**config.mk**
```make
export PLATFORM = sky130hd
export DESIGN_NAME = rtcsr_top
export DESIGN_NICKNAME = d
export VERILOG_FILES = /design/src/core/rtcsr_pkg.sv /design/src/core/rtcsr_top.sv /design/src/core/rtcsr_sync.sv
export SDC_FILE = /design/constraint.sdc
export NUM_CORES = 1
export LEC_CHECK = 0
export ABC_AREA = 1
export ABC_CLOCK_PERIOD_IN_PS = 1500
export BUFFER_PORTS_ARGS = -buffer_cell sky130_fd_sc_hd__buf_2
export CORE_MARGIN = 4
export CORE_UTILIZATION = 47
export DETAILED_ROUTE_END_ITERATION = 8
export PLACE_DENSITY = 0.8
export RECOVER_POWER = 100
export SYNTH_ARGS = -nofsm -noshare
export SYNTH_HDL_FRONTEND = slang
export SYNTH_SLANG_ARGS = --single-unit
```
**constraint.sdc**
```tcl
create_clock -name i_clk -period 1.5 [get_ports i_clk]
set_input_delay 0.15 -clock i_clk [delete_from_list [all_inputs] [get_ports i_clk]]
set_output_delay 0.15 -clock i_clk [all_outputs]
set_load 0.01 [all_outputs]
```
**src/core/rtcsr_pkg.sv**
```systemverilog
package rtcsr_pkg;
   localparam logic [31:0] addr_device_status = 32'h0000_0003 * 32'h0000_0004;
   localparam logic [31:0] addr_reset_control = 32'h0000_0004 * 32'h0000_0004;
   localparam logic [31:0] addr_irq_status = 32'h0000_0020;
   localparam logic [31:0] addr_irq_mask = 32'h0000_0024;
   localparam int bit_eeprom_busy = 7;
   localparam int bit_power_on = 5;
   localparam int bit_recovery = 4;
   localparam int bit_low_two = 3;
   localparam int bit_low_one = 2;
   localparam int bit_sys_trigger = 4;
   localparam logic [7:0] status_impl_mask = 8'hbc;
   localparam logic [7:0] reset_impl_mask = 8'h10;
   localparam logic [3:0] irq_impl_mask = 4'hf;
   localparam logic [7:0] status_reset_value = 8'h20;
   localparam logic [3:0] irq_mask_reset_value = 4'h0;
   localparam logic [3:0] irq_status_reset_value = 4'h8;
   localparam int soft_reset_ns = 200;
   localparam int clk_period_ns = 40;
   localparam logic [7:0] soft_reset_cycles = 8'((soft_reset_ns + clk_period_ns - 1) / clk_period_ns);
   localparam int irq_bit_low_one = 0;
   localparam int irq_bit_low_two = 1;
   localparam int irq_bit_recovery = 2;
   localparam int irq_bit_power_on = 3;
   typedef enum logic [1:0] {
      rtcsr_run = 2'b00,
      rtcsr_resetting = 2'b01,
      rtcsr_restarted = 2'b11
   } rtcsr_state_t;
endpackage : rtcsr_pkg

```
**src/core/rtcsr_top.sv**
```systemverilog
// Behaviour
// - low_voltage_one_flag, status bit 2, sets while supply is below threshold one.
// - writing one to reset_control bit 4 starts a system reset of the logic.
// - trigger bit at zero never causes a system reset.
// - after the logic restarts, trigger bit clears to zero by itself.
// - a finished triggered reset sets recovery_reset_flag, status bit 4.
// - unimplemented bits of status and reset_control read as zero.
module rtcsr_top (
   input wire logic i_clk,
   input wire logic i_sys_rst,
   input wire logic i_psel,
   input wire logic i_penable,
   input wire logic i_pwrite,
   input wire logic [31:0] i_paddr,
   input wire logic [31:0] i_pwdata,
   input wire logic i_below_threshold_one,
   input wire logic i_below_threshold_two,
   input wire logic i_eeprom_busy,
   output logic o_pready,
   output logic o_pslverr,
   output logic [31:0] o_prdata,
   output logic o_soft_reset,
   output logic o_irq
);
   typedef struct packed {
      rtcsr_pkg::rtcsr_state_t fsm;
      logic [7:0] count;
      logic [7:0] status;
      logic trigger;
      logic [3:0] irq_status;
      logic [3:0] irq_mask;
      logic pready;
      logic pslverr;
      logic [31:0] prdata;
      logic soft_reset;
      logic irq;
   } rtcsr_top_state_t;

   rtcsr_top_state_t state;
   rtcsr_top_state_t next_state;
   logic [2:0] pins_sync;
   logic setup;
   logic wr;
   logic [7:0] wbyte;
   logic [3:0] events;

   function automatic logic hit(input logic [31:0] addr, input logic [31:0] target);
      hit = addr == target;
   endfunction : hit

   // pins come from the analog and eeprom domains
   rtcsr_sync #(
      .WIDTH(3)
   ) u_sync (
      .i_clk(i_clk),
      .i_sys_rst(i_sys_rst),
      .i_async({i_eeprom_busy, i_below_threshold_two, i_below_threshold_one}),
      .o_sync(pins_sync)
   );

   assign setup = i_psel && !i_penable;
   assign wr = i_psel && i_penable && state.pready && i_pwrite;
   assign wbyte = i_pwdata[7:0];

   always_comb begin
      next_state = state;
      events = 4'h0;
      next_state.pready = 1'b0;
      next_state.pslverr = 1'b0;
      next_state.status[rtcsr_pkg::bit_eeprom_busy] = pins_sync[2];
      // flags are sticky so a brief dip is still seen by the host
      if (pins_sync[0]) begin
         next_state.status[rtcsr_pkg::bit_low_one] = 1'b1;
         events[rtcsr_pkg::irq_bit_low_one] = 1'b1;
      end
      if (pins_sync[1]) begin
         next_state.status[rtcsr_pkg::bit_low_two] = 1'b1;
         events[rtcsr_pkg::irq_bit_low_two] = 1'b1;
      end
      // no-wait-state slave: ready in the first access cycle
      if (setup) begin
         next_state.pready = 1'b1;
         next_state.pslverr = !(hit(i_paddr, rtcsr_pkg::addr_device_status)
            || hit(i_paddr, rtcsr_pkg::addr_reset_control)
            || hit(i_paddr, rtcsr_pkg::addr_irq_status)
            || hit(i_paddr, rtcsr_pkg::addr_irq_mask));
         next_state.prdata = 32'h0000_0000;
         if (hit(i_paddr, rtcsr_pkg::addr_device_status)) begin
            next_state.prdata = {24'h00_0000, state.status & rtcsr_pkg::status_impl_mask};
         end
         if (hit(i_paddr, rtcsr_pkg::addr_reset_control)) begin
            next_state.prdata = {24'h00_0000, {3'h0, state.trigger, 4'h0}};
         end
         if (hit(i_paddr, rtcsr_pkg::addr_irq_status)) begin
            next_state.prdata = {28'h000_0000, state.irq_status};
         end
         if (hit(i_paddr, rtcsr_pkg::addr_irq_mask)) begin
            next_state.prdata = {28'h000_0000, state.irq_mask};
         end
      end
      if (wr && hit(i_paddr, rtcsr_pkg::addr_device_status)) begin
         // writing zero clears a flag, a low-voltage flag only once its input is inactive; a one leaves it alone
         if (!wbyte[rtcsr_pkg::bit_power_on]) begin
            next_state.status[rtcsr_pkg::bit_power_on] = 1'b0;
         end
         if (!wbyte[rtcsr_pkg::bit_recovery]) begin
            next_state.status[rtcsr_pkg::bit_recovery] = 1'b0;
         end
         if (!wbyte[rtcsr_pkg::bit_low_two] && !pins_sync[1]) begin
            next_state.status[rtcsr_pkg::bit_low_two] = 1'b0;
         end
         if (!wbyte[rtcsr_pkg::bit_low_one] && !pins_sync[0]) begin
            next_state.status[rtcsr_pkg::bit_low_one] = 1'b0;
         end
      end
      if (wr && hit(i_paddr, rtcsr_pkg::addr_irq_mask)) begin
         next_state.irq_mask = wbyte[3:0] & rtcsr_pkg::irq_impl_mask;
      end
      case (state.fsm)
         rtcsr_pkg::rtcsr_run: begin
            if (wr && hit(i_paddr, rtcsr_pkg::addr_reset_control) && wbyte[rtcsr_pkg::bit_sys_trigger]) begin
               next_state.trigger = 1'b1;
               next_state.fsm = rtcsr_pkg::rtcsr_resetting;
               next_state.count = rtcsr_pkg::soft_reset_cycles;
               next_state.soft_reset = 1'b1;
            end
         end
         rtcsr_pkg::rtcsr_resetting: begin
            // the soft reset spares this bank so the flags survive
            if (state.count == 8'h01) begin
               next_state.fsm = rtcsr_pkg::rtcsr_restarted;
               next_state.soft_reset = 1'b0;
            end
            next_state.count = state.count - 8'h01;
         end
         rtcsr_pkg::rtcsr_restarted: begin
            next_state.trigger = 1'b0;
            next_state.status[rtcsr_pkg::bit_recovery] = 1'b1;
            events[rtcsr_pkg::irq_bit_recovery] = 1'b1;
            next_state.fsm = rtcsr_pkg::rtcsr_run;
         end
         default: begin
            next_state.fsm = rtcsr_pkg::rtcsr_run;
            next_state.soft_reset = 1'b0;
         end
      endcase
      if (wr && hit(i_paddr, rtcsr_pkg::addr_irq_status)) begin
         next_state.irq_status = state.irq_status & ~wbyte[3:0];
      end
      // set wins over a simultaneous clear
      next_state.irq_status = next_state.irq_status | events;
      next_state.irq = |(next_state.irq_status & next_state.irq_mask);
   end

   always_ff @(posedge i_clk) begin
      if (i_sys_rst) begin
         state <= '0;
         state.fsm <= rtcsr_pkg::rtcsr_run;
         state.status <= rtcsr_pkg::status_reset_value;
         state.irq_status <= rtcsr_pkg::irq_status_reset_value;
         state.irq_mask <= rtcsr_pkg::irq_mask_reset_value;
      end else begin
         state <= next_state;
      end
   end

   assign o_pready = state.pready;
   assign o_pslverr = state.pslverr;
   assign o_prdata = state.prdata;
   assign o_soft_reset = state.soft_reset;
   assign o_irq = state.irq;
endmodule : rtcsr_top

```
**src/core/rtcsr_sync.sv**
```systemverilog
module rtcsr_sync #(
   parameter int WIDTH = 3
) (
   input wire logic i_clk,
   input wire logic i_sys_rst,
   input wire logic [WIDTH-1:0] i_async,
   output logic [WIDTH-1:0] o_sync
);
   typedef struct packed {
      logic [WIDTH-1:0] stage1;
      logic [WIDTH-1:0] stage2;
   } rtcsr_sync_state_t;
   rtcsr_sync_state_t state;
   rtcsr_sync_state_t next_state;
   always_comb begin
      next_state.stage1 = i_async;
      next_state.stage2 = state.stage1;
   end
   always_ff @(posedge i_clk) begin
      if (i_sys_rst) begin
         state <= '0;
      end else begin
         state <= next_state;
      end
   end
   assign o_sync = state.stage2;
endmodule : rtcsr_sync

```
---- After elaboration in Yosys (flattened, before gate mapping) ----
Index checks and enable logic that the tools add are counted.
storage, ports and cells
  register bits ........................... 66
  bits in latches ......................... 0
  RAM bits ................................ 0
  memory bits (read-only) ................. 0
  bits of input ports ..................... 72
  output and inout bits ................... 36
  word-level logic and storage cells ...... 90
  memories kept ........................... 0
operators by class
  add/subtract/negate cells ............... 1
  $mul .................................... 0
  divide/modulo/power cells ............... 0
  order comparisons ....................... 0
  eq/ne operators ......................... 10
  shift operators ......................... 0
  multiplexer cells ....................... 25
  bitwise operators ....................... 7
  reduce and logical (&&, ||, !) cells .... 32
operators by type and width
  kind                                                                number
  32-bit 2-to-1 mux                                                   3
  32-bit by 6-bit == test with 1-bit output, second input constant    2
  34-bit 2-to-1 mux                                                   1
  32-bit by 4-bit == test with 1-bit output, second input constant    1
  32-bit by 5-bit == test with 1-bit output, second input constant    1
  8-bit one-hot mux with 2 select lines                               1
  1-bit logical AND                                                   11
  1-bit 2-to-1 mux                                                    11
  10-bit 2-to-1 mux                                                   1
  2-bit AND reduction                                                 5
  4-bit AND                                                           2
  8-bit by 1-bit == test with 1-bit output, second input constant     1
  4-bit 2-to-1 mux                                                    2
  8-bit 2-to-1 mux                                                    1
  8-bit by 1-bit subtractor with 8-bit output, second input constant  1
  1-bit zero test                                                     6
  2-bit nonzero test                                                  3
  2-bit inequality test, second input constant                        2
  4-bit NOT                                                           1
  4-bit by 3-bit bitwise OR with 4-bit output                         1
  2-bit one-hot mux with 2 select lines                               1
  4-bit OR reduction                                                  1
  1-bit logical OR                                                    3
  3-bit 2-to-1 mux                                                    1
  10 further kinds                                                    12

---- Logic depth before layout (Yosys ltp) ----
Gate-level depths: netlist (run 1).
  depth after elaboration ................. 8
  mapped depth ............................ 13
  depth with buffers taken out ............ 13

---- Hierarchy ----
From an unflattened synthesis (run 1), not the netlist that was laid out.
unflattened totals
  cells, all modules ...................... 331
  area total of the unflattened synthesis .. 2279.7 um^2
by module, submodules not included
  module      times used  cells each  area an instance (um^2)  sequential area each (um^2)
  rtcsr_top   1           313         2114.5                   700.7
  rtcsr_sync  1           18          165.2                    120.1

---- Worst setup path after synthesis (run 1) ----
OpenSTA, ideal clock, no wires.
  path kind ............................... flip-flop to flip-flop
  start point ............................. register state (netlist bit o_pready)
  end point ............................... register state (netlist bit o_irq)
  setup time .............................. 128 ps
  arrival ................................. 1185 ps
  data required time ...................... 1372 ps
  path slack .............................. 187 ps
  cell stages (with the launch flop) ...... 9
  path buffers ............................ 0
  period minus slack after synthesis ...... 1313 ps
  path through ............................ dfxtp_1 nand4_1 clkinv_1 nand3_1 nand3_1 nand2_1 nand2_1 nor2_1 nor2_1
between the ends
  longest elaborated chain between the ends .. 7
  elaborated cells on any way between the ends .. 9
  those cells by class .................... mux: 2; bitwise: 2; reduce/logical: 5
ends and longest elaborated chain
  item                                         line              RTL
  from (decl)                                  rtcsr_top.sv:39   rtcsr_top_state_t state;
  from (signal assigned)                       rtcsr_top.sv:163  state <= next_state;
  1-bit logical AND (*) (2 in a row)           rtcsr_top.sv:62   assign wr = i_psel && i_penable && state.pready && i_pwrite;
  1-bit logical AND                            rtcsr_top.sv:147  if (wr && hit(i_paddr, rtcsr_pkg::addr_irq_status)) begin
  4-bit 2-to-1 mux                             rtcsr_top.sv:147
  4-bit by 3-bit bitwise OR with 4-bit output  rtcsr_top.sv:151  next_state.irq_status = next_state.irq_status | events;
  4-bit AND (*)                                rtcsr_top.sv:152  next_state.irq = |(next_state.irq_status & next_state.irq_mask);
  4-bit OR reduction (*)                       rtcsr_top.sv:152
Mark *: on every way between the ends. The rest lies on a longest branch, timed or not.
A chain may end at the register's enable or synchronous reset.

---- Final worst setup path (run 1) ----
Same ends and word-level chain as after synthesis.

==> flow_summary.json, run 1 <==
{
  "ys_ff_latch": 41,
  "cts-root-buf": "clkbuf_8",
  "die_area_um2": 6147,
  "clock_sinks": 41,
  "fillers": 488,
  "drtIter0Drc": 93,
  "netlist.area_leader.share_pct": 35.23,
  "drc": 0,
  "p_total_w": 0.002054,
  "wl_um": 4611,
  "ctsResizeCount": 0,
  "postCtsHoldBufs": 0,
  "cp.required_ns": 1.68,
  "grt_pass1_vias": 1887,
  "wl_per_cell_um": 9.959,
  "yosysMostFrequentCell": "nand2_1",
  "cts_buffer_depth": 2,
  "busiest_layer": "met2",
  "htree_levels": 2,
  "arrival_ns": 1.57,
  "io_pins": 108,
  "rows": 25,
  "tightest_slew_ns": 0.6634,
  "antenna_left": 0,
  "place_congestion": 0.7985,
  "area_growth_pct": 14.18,
  "ys_top_cells_by_count": "nand2_1, nor2_1, dfxtp_1",
  "p_leak_nw": 1.264,
  "max_freq_ghz": 0.7169,
  "finalNetCount": 469,
  "grt-ovfl-total": 0,
  "ys.flop_type": "dfxtp_1",
  "grt_pass1_wl_um": 7534,
  "fin_ws_ns": 0.1052,
  "grt_use_met3_pct": 2.752,
  "globalRouteMet1Util_pct": 16.86,
  "synth_top_area_cell": "dfxtp_1",
  "hp-class": "input port to flop",
  "die_w_um": 78.41,
  "setup_viol": 0,
  "hpwl_um": 3726,
  "status": "finished clean",
  "hold_viol_final": 0,
  "cts_setup_buffers": 0,
  "grt_usage_pct": 15.07,
  "drtPass1Iterations": 6,
  "fin_tns_setup_ns": 0,
  "synth_cell_type_count": 33,
  "drt-vias-per-instance": 4.490,
  "worstSetupEndpointType": "flop",
  "period_share_pct": 92.99,
  "max-slew-margin-rel_pct": 55.77,
  "synth_edf_count": 0,
  "vias": 2079,
  "drive_above_1_share_pct": 22.73,
  "period_needed_ns": 1.395,
  "netlist_top_cells_area": "dfxtp_1, nand2_1, buf_4",
  "core_area_um2": 4755,
  "fin_hold_ws_ns": 0.05563,
  "yosys_warnings": 0,
  "start_util_pct": 49.00,
  "ys_seq_area_share_pct": 35.23,
  "synthArstFlopShare_pct": 0,
  "peakVddDrop_uv": 429.0,
  "grt_max_degree": 24,
  "dpl_worst_slack_ns": -0.01411,
  "met2_usage_pct": 27.48,
  "antenna_found_initial": 0,
  "path_clk_slew_ns": 0.08,
  "syn_area_um2": 2330,
  "cts_tree": "done",
  "portBuffers": 56,
  "dieHeight_um": 78.41,
  "clk_latency_ns": 0.29,
  "n_antenna_cell": 0,
  "syn_area_per_cell_um2": 6.954,
  "netlist_instances": 335,
  "rsz0062_at_grt": "no",
  "drv_cap": 0,
  "path_class": "flop to flop",
  "cts_buffers": 5,
  "critPathMaxFanout": 3,
  "worst_setup_path_start_kind": "flop",
  "power.density_nw_per_um2": 772.1,
  "drv_slew": 0,
  "clock_skew_ns": 0.008128
}
worst paths after layout:
path | start | to | slack [ns] | cells past startpoint
setup reg to reg | o_pready | o_irq | 0.11 | 10
setup / recovery | o_pready | o_irq | 0.11 | 10
hold / removal | i_below_threshold_two | u_sync.next_state[1] | 0.06 | 3
hold reg to reg | u_sync.next_state[2] | u_sync.o_sync[2] | 0.40 | 2
metal layers:
layer | vias up | routed length [µm]
met3 | 10 | 230
li1 | 1122 | -
met5 | - | 0
met4 | 0 | 70
met1 | 891 | 1960
met2 | 56 | 2349
state kept, by name, indices dropped and copies added, names as in the netlist:
| signal | count |
|---|---|
| u_sync.o_sync | 3 |
| u_sync.next_state | 3 |
| o_prdata | 7 |
| o_pslverr | 1 |
| o_irq | 1 |
| o_soft_reset | 1 |
| state | 24 |
| o_pready | 1 |
per-stage QoR:
step / util, % / cells / cell area, µm²
floorplan: - / 359 / 2420
global placement: 54.61 / 455 / 2596
detailed placement: 54.61 / 455 / 2596
CTS: 56.63 / 463 / 2693
global route: 55.95 / 463 / 2660
finish: 55.95 / 463 / 2660
cell families after synthesis:
| kind of cell | after synthesis | synth area share (%) |
|---|---|---|
| fa+ha+maj | 2 | 1.074 |
| simple gates | 182 | 37.75 |
| flops | 41 | 35.23 |
| other cells | 1 | 0.1610 |
| xor+xnor | 2 | 0.7520 |
| buf+inv | 71 | 16.60 |
| compound gates | 36 | 8.432 |
where the power goes:
group | leakage, nW | internal [W] | switching, W
Clock | 0.0512 | 0.000373 | 0.000376
Sequential | 0.333 | 0.00111 | 0.00000679
Combinational | 0.880 | 0.0000740 | 0.000118
critical path: stages (launching register included):
cell and delay [ns]:
dfxtp_1 0.33, nand4_1 0.13, clkinv_1 0.10, clkbuf_4 0.13, nand3_1 0.11, nand2_1 0.11
nand3_1 0.08, nand2_1 0.07, nand2_1 0.06, nor2_1 0.13, nor2_1 0.05
final cells by class:
cell class	instances	area, µm²	area share [%]
repair buffers	65	329.1	12.37
clock buffers	6	82.58	3.104
inverters	35	131.4	4.939
well taps	67	83.83	3.151
flip-flops and latches	41	820.8	30.86
multi-input cells	247	1199	45.06
clock inverters	2	13.76	0.5174
layout by cell type (no fill, tap or decap), drive strengths merged, types with 2 or more instances in the layout:
cell type  instances
conb              25
a31o               2
nor3               5
ha                 2
clkinv             3
nand3             29
nor2              55
a31oi              3
o21ai              6
or2                3
a21oi             23
inv               34
buf               51
nand2             85
clkbuf            20
dfxtp             41
Power figures use the tool's default switching activity.
==> run 2, diff against run 1 <==
Settings changed: ABC_AREA 1 to default, CORE_UTILIZATION 47 to 46.
==> run 2 against run 1 <==
Effect of this change: the run now ends with negative setup slack left; maximum frequency decreased by 18%; via count decreased by 6.6%; sequential cell count unchanged; clock skew increased by 0.0048 ns; sequential share of layout area decreased by 2.4 points; global-route usage increased by 2.9 points; critical path type unchanged; clock power increased by 2%; power increased by 4.2%; wire length increased by 21%; combinational power increased by 36%; area after synthesis decreased by 6.8%.
==> flow_summary.json, run 2 <==
{
  "status": "finished, violations left",
  "failed_checks": "negative setup slack",
  "antenna_found_initial": 0,
  "vias": 1941,
  "syn_area_um2": 2171,
  "reg2reg_depth": 8,
  "portBuffers": 56,
  "worstSetupEndpointType": "flop",
  "cts_buffers": 5,
  "critPathMaxFanout": 5,
  "cp.required_ns": 1.65,
  "multi_input_area_um2": 1267,
  "regArea_um2": 822.0,
  "clk_latency_ns": 0.30,
  "area_growth_pct": 33.26,
  "wl_per_cell_um": 14.90,
  "die_w_um": 76.70,
  "start_util_pct": 48.52,
  "hold_end": "u_sync.next_state[2]",
  "drive_above_1_share_pct": 44.89,
  "synthSimpleGateAreaFrac_pct": 31.30,
  "peakVddDrop_uv": 605.7,
  "grt_pass1_wl_um": 8625,
  "place_congestion": 0.8708,
  "grt_usage_pct": 17.97,
  "cpPeakStageDelay_ns": 0.33,
  "max_freq_ghz": 0.5882,
  "drtIter0Drc": 107,
  "netlist.area_leader.share_pct": 37.81,
  "fin_util_pct": 64.65,
  "cts_tree": "done",
  "layout_common_cells": "buf_2, dfxtp_1, buf_4, conb_1, nor2_1",
  "synth_edf_count": 0,
  "finalNetCount": 396,
  "fin_ws_ns": -0.2002,
  "yosysMostFrequentCell": "dfxtp_1",
  "power.density_nw_per_um2": 739.8,
  "netlist_top_cells_area": "dfxtp_1, buf_4, nor4_4",
  "drt-vias-per-instance": 5.176,
  "tightest_slew_ns": 0.6126,
  "drv_slew": 0,
  "cts_buffer_depth": 2,
  "arrival_ns": 1.85,
  "drv_cap": 0,
  "die_area_um2": 5882,
  "drtPass1Iterations": 4,
  "yosys.area_share.adder_pct": 1.153,
  "path_clk_slew_ns": 0.08,
  "hold_viol_final": 0,
  "syn_area_per_cell_um2": 9.160,
  "path_class": "flop to flop",
  "synthMuxAreaShare_pct": 3.977,
  "antenna_left": 0,
  "fillers": 361,
  "synth_xor_area_share_pct": 1.614,
  "cts-root-buf": "clkbuf_8",
  "crit_path_start": "o_pready",
  "synth-compound-area-share_pct": 10.32,
  "grt_pass1_vias": 1884,
  "clock_sinks": 41,
  "worstReg2RegStart": "o_pready",
  "ys_seq_area_share_pct": 37.81,
  "htree_levels": 2,
  "hp-class": "input port to flop",
  "p_total_w": 0.002140,
  "ys_ff_latch": 41,
  "n_antenna_cell": 0,
  "period_needed_ns": 1.700,
  "grt_max_degree": 21,
  "p_leak_nw": 1.260,
  "synth_top_area_cell": "dfxtp_1",
  "core_area_um2": 4474,
  "postCtsHoldBufs": 0,
  "fin_tns_setup_ns": -1.015,
  "r2r_end": "o_irq",
  "min_path_cells": 2,
  "setup_viol": 12,
  "ys_top_cells_by_count": "dfxtp_1, buf_4, nor2_1",
  "max-slew-margin-rel_pct": 59.08,
  "ys.flop_type": "dfxtp_1",
  "synthArstFlopShare_pct": 0,
  "layout_commonest_cell": "buf_2",
  "drc": 0,
  "dieHeight_um": 76.70,
  "r2r_slack_ns": -0.20,
  "grt-ovfl-total": 0,
  "wl_um": 5587,
  "netlist_instances": 237,
  "hpwl_um": 3981,
  "period_share_pct": 113.3,
  "clock_skew_ns": 0.01291,
  "rsz0062_at_grt": "yes",
  "largest_register": "state",
  "worst_setup_path_start_kind": "flop",
  "rows": 24,
  "io_pins": 108,
  "cp_cell_sequence": "and4_4 > buf_6 > nand4b_1 > nor4_4 > buf_4 > a31o_4 > or3_1 > o311ai_1",
  "slowest_stage": "dfxtp_2",
  "yosys_warnings": 0,
  "largest_reg_flops": 24,
  "synth_cell_type_count": 41,
  "synth_top_family_by_area": "simple AND/OR/NAND/NOR gates",
  "hp-start": "i_eeprom_busy"
}
[run 2: cell types whose count changed after synthesis, sizes merged, moves of 4 or more]
| cell | change |
|---|---|
| nand2 | -73 |
| nor2 | -31 |
| inv | -28 |
| nand3 | -20 |
| nor2b | +15 |
| a21oi | -10 |
| nor4 | +9 |
| nor3 | +7 |
| clkbuf | +5 |
| mux2 | +5 |
| nand4b | +4 |
[run 2: timing repair]
item                                    4_1_cts  5_1_grt
endpoints found under the setup margin       18       29
setup buffers                                 4        4
gates resized for setup                      15       20
pin swaps                                    12       18
[run 2: area by class of cell]
| cell class | instances | share of cell area [%] |
|---|---|---|
| clock buffer | 6 | 2.855 |
| timing repair buffer | 95 | 21.41 |
| clock inverter | 2 | 0.4758 |
| inverter | 6 | 0.7785 |
| sequential | 41 | 28.42 |
| multi-input combinational | 173 | 43.82 |
| tap | 52 | 2.249 |
[run 2: report_power, final]
group	total, W	internal [W]	switching [W]
logic	0.000262	0.000113	0.000150
clock network	0.000761	0.000373	0.000388
registers	0.00112	0.00111	0.00000843
total	0.00214	0.00159	0.000546
[run 2: how the worst max path moves through the flow]
stage	to	slack [ns]
2_1_floorplan	o_irq	-0.32
3_3_place_gp	o_irq	-0.31
3_5_place_dp	o_irq	-0.38
4_1_cts	o_irq	-0.19
5_1_grt	o_irq	-0.30
6_report	o_irq	-0.20
[run 2: layer usage]
layer | vias to the layer above | GRT usage [%] | wire length (µm)
li1 | 937 | - | -
met1 | 909 | 20.06 | 2245
met2 | 83 | 31.79 | 2793
met3 | 12 | 5.972 | 450
met4 | 0 | 6.159 | 97
met5 | - | 0 | 0
[run 2: kinds of logic after synthesis]
| group | after synthesis |
|---|---|
| buffers and inverters | 47 |
| adder cells (fa/ha/maj) | 2 |
| multiplexers | 8 |
| AND/OR/NAND/NOR | 99 |
| other | 1 |
| AO/OA/AOI/OAI | 35 |
| XOR/XNOR | 4 |
| flip-flops | 41 |
[run 2: metrics by stage]
step                setup slack, ns  std cells  cell area [µm²]  hold slack [ns]
floorplan                   -0.3161        261             2291           0.2782
global placement            -0.3079        360             2601           0.3597
detailed placement          -0.3752        360             2601           0.3664
CTS                         -0.1898        372             2790          0.05809
global route                -0.3015        375             2893          0.05979
finish                      -0.2002        375             2893          0.06279
[run 2: critical path: cells and delay by family, from the launching register on]
kind / cells / cell delay (ns)
and+or+nand+nor: 4 / 0.69
DFF: 1 / 0.33
buffers and inverters: 2 / 0.30
AOI/OAI and AO/OA: 2 / 0.24
